$ cat src/ums_map.svh
// Purpose: offsets, field positions, reset values for modem and line status block
// Assumes: byte-wide registers at printed offsets
// Notes: none
`ifndef UMS_MAP_SVH
`define UMS_MAP_SVH
`define UMS_OFF_MODEM_CONTROL 3'h4
`define UMS_OFF_LINE_STATUS 3'h5
`define UMS_OFF_MODEM_STATUS 3'h6
`define UMS_OFF_SCRATCH_BYTE 3'h7
`define UMS_CTL_DTR 0
`define UMS_CTL_RTS 1
`define UMS_CTL_USER_OUTPUT_FLAG_ONE 2
`define UMS_CTL_USER_OUTPUT_FLAG_TWO 3
`define UMS_CTL_LOOP 4
`define UMS_CTL_RESET 5'h00
`define UMS_SCRATCH_RESET 8'h00
`define UMS_MODEM_IN_RESET 4'hf
`endif

$ cat src/ums_pkg.sv
// Purpose: types for the modem and line status block
// Assumes: nothing
// Notes: modem lines packed cts, dsr, ri, dcd from bit 0
package ums_pkg;
  typedef struct packed {
    logic dcd;
    logic ri;
    logic dsr;
    logic cts;
  } ums_modem_s;
  typedef struct packed {
    logic char_done;
    logic overrun;
    logic parity_err;
    logic framing_err;
    logic break_det;
    logic rx_nonempty;
    logic fifo_err_pending;
  } ums_rx_s;
  typedef struct packed {
    logic [4:0] ctrl;
    logic [7:0] scratch;
    logic [7:0] rdata;
    logic oe;
    logic par_err;
    logic frm_err;
    logic brk;
    logic [3:0] delta;
    ums_modem_s prev;
    logic dtr_n;
    logic rts_n;
    logic txd;
    logic ser_in;
    logic int_oe;
    logic int_out;
    logic lsi;
    logic msi;
  } ums_state_s;
endpackage

$ cat src/ums_top.sv
// Purpose: modem control, line status, modem status and scratch registers
// Assumes: receiver, transmitter and fifo logic outside supply event pulses and levels
// Notes: pin inputs synchronous to clk
// How it works
// - control bit 0 set drives terminal ready pin low, clear drives it high
// - control bit 1 drives request to send pin with the same inversion
// - control bit 2 is stored only, used in loopback
// - control bit 3 enables the port interrupt pin, else pin released
// - loopback holds transmit pin high and feeds shifter output to receiver
// - loopback ignores modem inputs, maps control outputs, forces terminal ready and request to send pins high
// - loopback interrupts stay live, modem changes come from control bits
// - control bits 5 to 7 read zero
// - data ready follows receive buffer or fifo holding data
// - overrun sets on overwrite event, clears on line status read
// - parity error sets with its character, clears on line status read
// - framing error sets with its character, clears on read
// - break sets with its character, clears on line status read
// - receiver restarts after break only after half bit of marking
// - any error bit raises line status interrupt when enabled
// - holding empty flag reflects holding register or fifo empty, read only
// - transmitter empty only when holding and shift registers both empty
// - bit 7 zero without fifo, else follows the fifo error pending input, not cleared here
// - change bits for clear to send, data set ready, carrier detect set on change
// - ring change bit sets on ring input trailing edge
// - any change bit raises modem status interrupt when enabled
// - upper status bits show inverted inputs, or control bits in loopback
`timescale 1ns/100ps
`default_nettype none
`include "ums_map.svh"
module ums_top
  import ums_pkg::*;
(
  input wire logic clk,
  input wire logic reset,
  input wire logic [2:0] addr,
  input wire logic [7:0] wdata,
  input wire logic wr_stb,
  input wire logic rd_stb,
  output logic [7:0] rdata,
  input wire ums_rx_s rx_ev,
  input wire logic fifo_mode,
  input wire logic holding_empty,
  input wire logic shift_empty,
  input wire logic ier_line_status,
  input wire logic ier_modem_status,
  input wire logic tx_shift_out,
  input wire logic rxd,
  input wire logic uart_int_req,
  input wire ums_modem_s modem_in_n,
  output logic serial_out,
  output logic receiver_serial_in,
  output logic terminal_ready_n,
  output logic request_to_send_n,
  output logic port_int,
  output logic port_int_oe,
  output logic line_status_int,
  output logic modem_status_int
);
  ums_state_s st_r, st_nxt;

  // effective active-high modem lines as seen by the status logic
  function automatic ums_modem_s eff_lines(input logic [4:0] ctrl, input ums_modem_s pins_n);
    ums_modem_s m;
    if (ctrl[`UMS_CTL_LOOP]) begin
      m.cts = ctrl[`UMS_CTL_RTS];
      m.dsr = ctrl[`UMS_CTL_DTR];
      m.ri = ctrl[`UMS_CTL_USER_OUTPUT_FLAG_ONE];
      m.dcd = ctrl[`UMS_CTL_USER_OUTPUT_FLAG_TWO];
    end else begin
      m = ~pins_n;
    end
    return m;
  endfunction

  ums_modem_s lines;
  logic [7:0] line_val, mstat_val;
  logic line_rd, mstat_rd, loop;

  always_comb begin
    loop = st_r.ctrl[`UMS_CTL_LOOP];
    lines = eff_lines(st_r.ctrl, modem_in_n);
    line_val = {fifo_mode & rx_ev.fifo_err_pending,
                holding_empty & shift_empty,
                holding_empty,
                st_r.brk, st_r.frm_err, st_r.par_err, st_r.oe,
                rx_ev.rx_nonempty};
    mstat_val = {lines.dcd, lines.ri, lines.dsr, lines.cts, st_r.delta};
    line_rd = rd_stb & (addr == `UMS_OFF_LINE_STATUS);
    mstat_rd = rd_stb & (addr == `UMS_OFF_MODEM_STATUS);
    st_nxt = st_r;
    if (wr_stb && addr == `UMS_OFF_MODEM_CONTROL) begin
      st_nxt.ctrl = wdata[4:0];
    end
    if (wr_stb && addr == `UMS_OFF_SCRATCH_BYTE) begin
      st_nxt.scratch = wdata;
    end
    st_nxt.rdata = 8'h00;
    if (rd_stb) begin
      unique case (addr)
        `UMS_OFF_MODEM_CONTROL: st_nxt.rdata = {3'h0, st_r.ctrl};
        `UMS_OFF_LINE_STATUS: st_nxt.rdata = line_val;
        `UMS_OFF_MODEM_STATUS: st_nxt.rdata = mstat_val;
        `UMS_OFF_SCRATCH_BYTE: st_nxt.rdata = st_r.scratch;
        default: st_nxt.rdata = 8'h00;
      endcase
    end
    // read clears, but an event in the same cycle wins
    if (line_rd) begin
      st_nxt.oe = 1'b0;
      st_nxt.par_err = 1'b0;
      st_nxt.frm_err = 1'b0;
      st_nxt.brk = 1'b0;
    end
    if (rx_ev.overrun) st_nxt.oe = 1'b1;
    if (rx_ev.char_done) begin
      // per-character flags arrive as the character reaches the top
      if (rx_ev.parity_err) st_nxt.par_err = 1'b1;
      if (rx_ev.framing_err) st_nxt.frm_err = 1'b1;
      if (rx_ev.break_det) st_nxt.brk = 1'b1;
    end
    if (mstat_rd) st_nxt.delta = 4'h0;
    st_nxt.prev = lines;
    if (lines.cts != st_r.prev.cts) st_nxt.delta[0] = 1'b1;
    if (lines.dsr != st_r.prev.dsr) st_nxt.delta[1] = 1'b1;
    if (lines.dcd != st_r.prev.dcd) st_nxt.delta[3] = 1'b1;
    if (st_r.prev.ri && !lines.ri) st_nxt.delta[2] = 1'b1;
    st_nxt.dtr_n = loop | ~st_r.ctrl[`UMS_CTL_DTR];
    st_nxt.rts_n = loop | ~st_r.ctrl[`UMS_CTL_RTS];
    st_nxt.txd = loop | tx_shift_out;
    // break restart timing lives in the receiver, which sees this line
    st_nxt.ser_in = loop ? tx_shift_out : rxd;
    st_nxt.int_oe = st_r.ctrl[`UMS_CTL_USER_OUTPUT_FLAG_TWO];
    st_nxt.int_out = uart_int_req & st_r.ctrl[`UMS_CTL_USER_OUTPUT_FLAG_TWO];
    st_nxt.lsi = ier_line_status & (st_r.oe | st_r.par_err | st_r.frm_err | st_r.brk);
    st_nxt.msi = ier_modem_status & (|st_r.delta);
  end

  always_ff @(posedge clk) begin
    if (reset) begin
      st_r.ctrl <= `UMS_CTL_RESET;
      st_r.scratch <= `UMS_SCRATCH_RESET;
      st_r.rdata <= 8'h00;
      st_r.oe <= 1'b0;
      st_r.par_err <= 1'b0;
      st_r.frm_err <= 1'b0;
      st_r.brk <= 1'b0;
      st_r.delta <= 4'h0;
      st_r.prev <= 4'h0;
      st_r.dtr_n <= 1'b1;
      st_r.rts_n <= 1'b1;
      st_r.txd <= 1'b1;
      st_r.ser_in <= 1'b1;
      st_r.int_oe <= 1'b0;
      st_r.int_out <= 1'b0;
      st_r.lsi <= 1'b0;
      st_r.msi <= 1'b0;
    end else begin
      st_r <= st_nxt;
    end
  end

  assign rdata = st_r.rdata;
  assign serial_out = st_r.txd;
  assign receiver_serial_in = st_r.ser_in;
  assign terminal_ready_n = st_r.dtr_n;
  assign request_to_send_n = st_r.rts_n;
  assign port_int = st_r.int_out;
  assign port_int_oe = st_r.int_oe;
  assign line_status_int = st_r.lsi;
  assign modem_status_int = st_r.msi;
endmodule
`default_nettype wire

$ cat config.mk
export PLATFORM = sky130hd
export DESIGN_NAME = ums_top
export DESIGN_NICKNAME = d
export VERILOG_FILES = /design/src/ums_pkg.sv /design/src/ums_top.sv
export VERILOG_INCLUDE_DIRS = /design/src /design/src/src
export SDC_FILE = /design/constraint.sdc
export NUM_CORES = 1
export LEC_CHECK = 0
export BUFFER_PORTS_ARGS = -buffer_cell sky130_fd_sc_hd__buf_4
export CELL_PAD_IN_SITES_DETAIL_PLACEMENT = 2
export CELL_PAD_IN_SITES_GLOBAL_PLACEMENT = 2
export CORE_MARGIN = 3
export CORE_UTILIZATION = 31
export DETAILED_ROUTE_END_ITERATION = 10
export GPL_TIMING_DRIVEN = 0
export PLACE_DENSITY_LB_ADDON = 0.1
export SLEW_MARGIN = 5
export SYNTH_ARGS = -nofsm -noshare
export SYNTH_HDL_FRONTEND = slang
export SYNTH_SLANG_ARGS = --single-unit
$ cat constraint.sdc
create_clock -name clk -period 2.9 [get_ports clk]
set_clock_uncertainty 0.15 [all_clocks]
set_input_delay 0.29 -clock clk [delete_from_list [all_inputs] [get_ports clk]]
set_output_delay 0.29 -clock clk [all_outputs]
set_load 0.02 [all_outputs]
==> impl_results.md <==
* Status: completed
* Clock root cell: clkbuf_8
* Synth top area cells: dfxtp_1 48%, mux2i_1 7.5%, nand2_1 5.9%, buf_4 4.8%, nor2_1 3.7%
* Peak fanout along the critical path at 10
* Sequential share of the synthesized area at 47.5%
* Worst Setup End Kind: flip-flop
* Period utilization at between 50% and 60%
* Avg Synthesized Cell Area at 9.23 µm²
* Worst stage delay on the critical path at 0.42 ns
* Net Count, Synth at ~220
* Fin crit period at 1.52 ns
* Vias in the first global route at 1682
* CP arrival at ~1.6 ns
* Clk_lat worst skew at ~0.29 ns
* Setup TNS at 0 ns
* First-pass GRT wire length at approximately 9000 µm
* Rows at 26
* Core ar. at 5240 µm²
* Cell Chain, Critical Path: buf_2 -> nand2b_1 -> a31oi_1 -> o31ai_1
* Total leakage power at 0.000974 µW
* DRT Pass-1 Iters at 4
* Post-route insts no fill at around 310
* Most frequent cell after synthesis: dfxtp_1
* Port bufs at 49
* CTS clk-pin slew, worst paths at 0.08 ns
* Post-CTS setup buffer count at 0
* Post-cts sizing count at 0
* RSZ-0062 raised after global routing: false
* Cell Area, Synth at between 1500 and 2000 µm²
* Area leader, netlist: dfxtp_1
* Worst hold path class: in2reg
* Layout cells sized above 1 at 32.0%
* Congestion Overflow GR at 0
* Critical Path RT at about 3.0 ns
* Die height at about 81 µm
* Pwr per Cell Area at ~530 nW/µm²
* Crit start category: flip-flop
* Max Fclk at about 0.66 GHz
* Post-route ant nets at 0
* Max-slew headroom at about 60%
* Max clock buf depth at 2
* Synth warn at 0
* Initial antenna violation count at 0
* Number of remaining DRC errors at 0
* Overall routing resource usage at approximately a fifth
* Main synth FF type: dfxtp_1
* Synth top area share at approximately 48%
* Worst VDD drop at 0.329 mV
* Via density at 5.06
* Width of the die at between 80 and 90 µm
* Initial Util at roughly 33%
* Placed Cells at between 300 and 400
* Post-synth ARST share at 0%
* Largest net degree at the start of global routing at 13
* Num ports at 50
* HPWL after DPL at around 4400 µm
* Post-synth EDFFs at 0
* # setup viols final at 0
* DR vias at roughly 1600
* Post-CTS Hold Fix Bufs at 0
* Antenna cell count at 0
* RD Place Congestion at roughly 0.82
* Layout area overhead at 33.1%
* Worst path top cell family by delay: flip-flops
* Sum of buffers and inverters on the critical path at 1
* Post-synth top cells: 41 x dfxtp_1, 27 x nand2_1, 17 x nor2_1
* Syn Inst Count at 187
* Area of the die at about 6500 µm²
* Fin. Hold Viols at 0
* Max_cap viols at 0
* Drt wl/cell at roughly 18 µm
* Final nets at approximately 280
* FF+latch count, synth at between 40 and 50
* Yosys cell types at 35
* H-tree lvl count at 2
* CTS tree: done
* Critical Path Slowest Stage Cell: dfxtp_1
* Slew @ Worst Pin at ~0.6 ns
* CTS Buf Count at 5
* First DRT Iteration DRCs at 53
* Final WL at 5780 µm
* WS Path Type: reg2reg
* Pins Over Slew Limit at 0
* Clk sinks at 41
-- layer usage --
metal  share of wire [%]  GRT usage [%]  up-vias
met2                  52           34.4       38
li1                    -              -      762
met5                   0              0        -
met3                 3.8           4.15        8
met4                 1.2           4.90        0
met1                  43           23.4      782
-- worst reg2reg max path, cell delays in order (launching register included) --
cell	delay, ns
dfxtp_1	0.42
buf_2	0.27
nand2b_1	0.22
a31oi_1	0.12
o31ai_1	0.25
-- final cells by class --
class	instances	area [µm²]
fillers	606	2940
flip-flops and latches	41	821
clock inverters	1	30.0
multi-input cells	127	788
well taps	70	87.6
repair buffers	49	368
clock buffers	7	86.3
inverters	1	3.75
plain buffers	18	114
-- layout by cell type, fill, tap and decap left out, drive strengths merged, types with 2 or more instances in the layout --
cell type  netlist  routed
or4              2       2
clkbuf           2       9
nand4b           2       2
nand2           27      27
buf             16      65
mux2i           13      13
a31oi            6       6
nand4            5       5
a21bo            3       3
nand2b           7       7
a22oi            3       3
nor3b            2       2
nor2b            5       5
a21oi           11      11
o22a             4       4
nor4             2       2
and2             2       2
nor2            17      17
dfxtp           41      41
nand3            2       2
nand3b           4       4
-- per-stage QoR --
step	area (µm²)	hold WS, ns	worst slack (ns)	util (%)	total power, µW
2_1_floorplan	1730	0.219	1.53	-	683
4_1_cts	2300	0.0381	1.38	43.9	1240
3_5_place_dp	2180	0.264	1.13	41.7	760
5_1_grt	2300	0.0333	1.24	43.9	1280
6_report	2300	0.0450	1.38	43.9	1230
3_3_place_gp	2180	0.267	1.15	41.7	751
-- worst paths after layout --
check                             start                          end  slack, ns  depth (start not counted)
setup / recovery      loop$_SDFFE_PP0P_          rdata[7]$_SDFF_PP0_       1.38                          4
hold / removal             uart_int_req          port_int$_SDFF_PP0_       0.04                          2
setup reg to reg      loop$_SDFFE_PP0P_          rdata[7]$_SDFF_PP0_       1.38                          4
hold reg to reg   st_r[36]$_SDFFE_PP0P_  terminal_ready_n$_SDFF_PP1_       0.28                          1
-- power breakdown --
group / internal (µW) / switching [µW]
registers: 584 / 14.7
clock network: 281 / 201
logic: 73.0 / 75.3
-- registers in the layout, indices dropped and copies added (netlist names) --
| register | cells |
|---|---|
| line_status_int | 1 |
| line_val | 4 |
| loop | 1 |
| modem_status_int | 1 |
| mstat_val | 4 |
| port_int | 1 |
| port_int_oe | 1 |
| rdata | 8 |
| receiver_serial_in | 1 |
| request_to_send_n | 1 |
| serial_out | 1 |
| st_nxt | 1 |
| st_r | 15 |
| terminal_ready_n | 1 |
-- logic make-up after synthesis --
logic type / count (synthesis) / synth area share [%]
and+or+nand+nor: 82 / 25.3
DFF: 41 / 47.5
AOI/OAI and AO/OA: 31 / 12.2
buffers and inverters: 19 / 6.81
muxes: 14 / 8.19
Power figures use the tool's default switching activity.
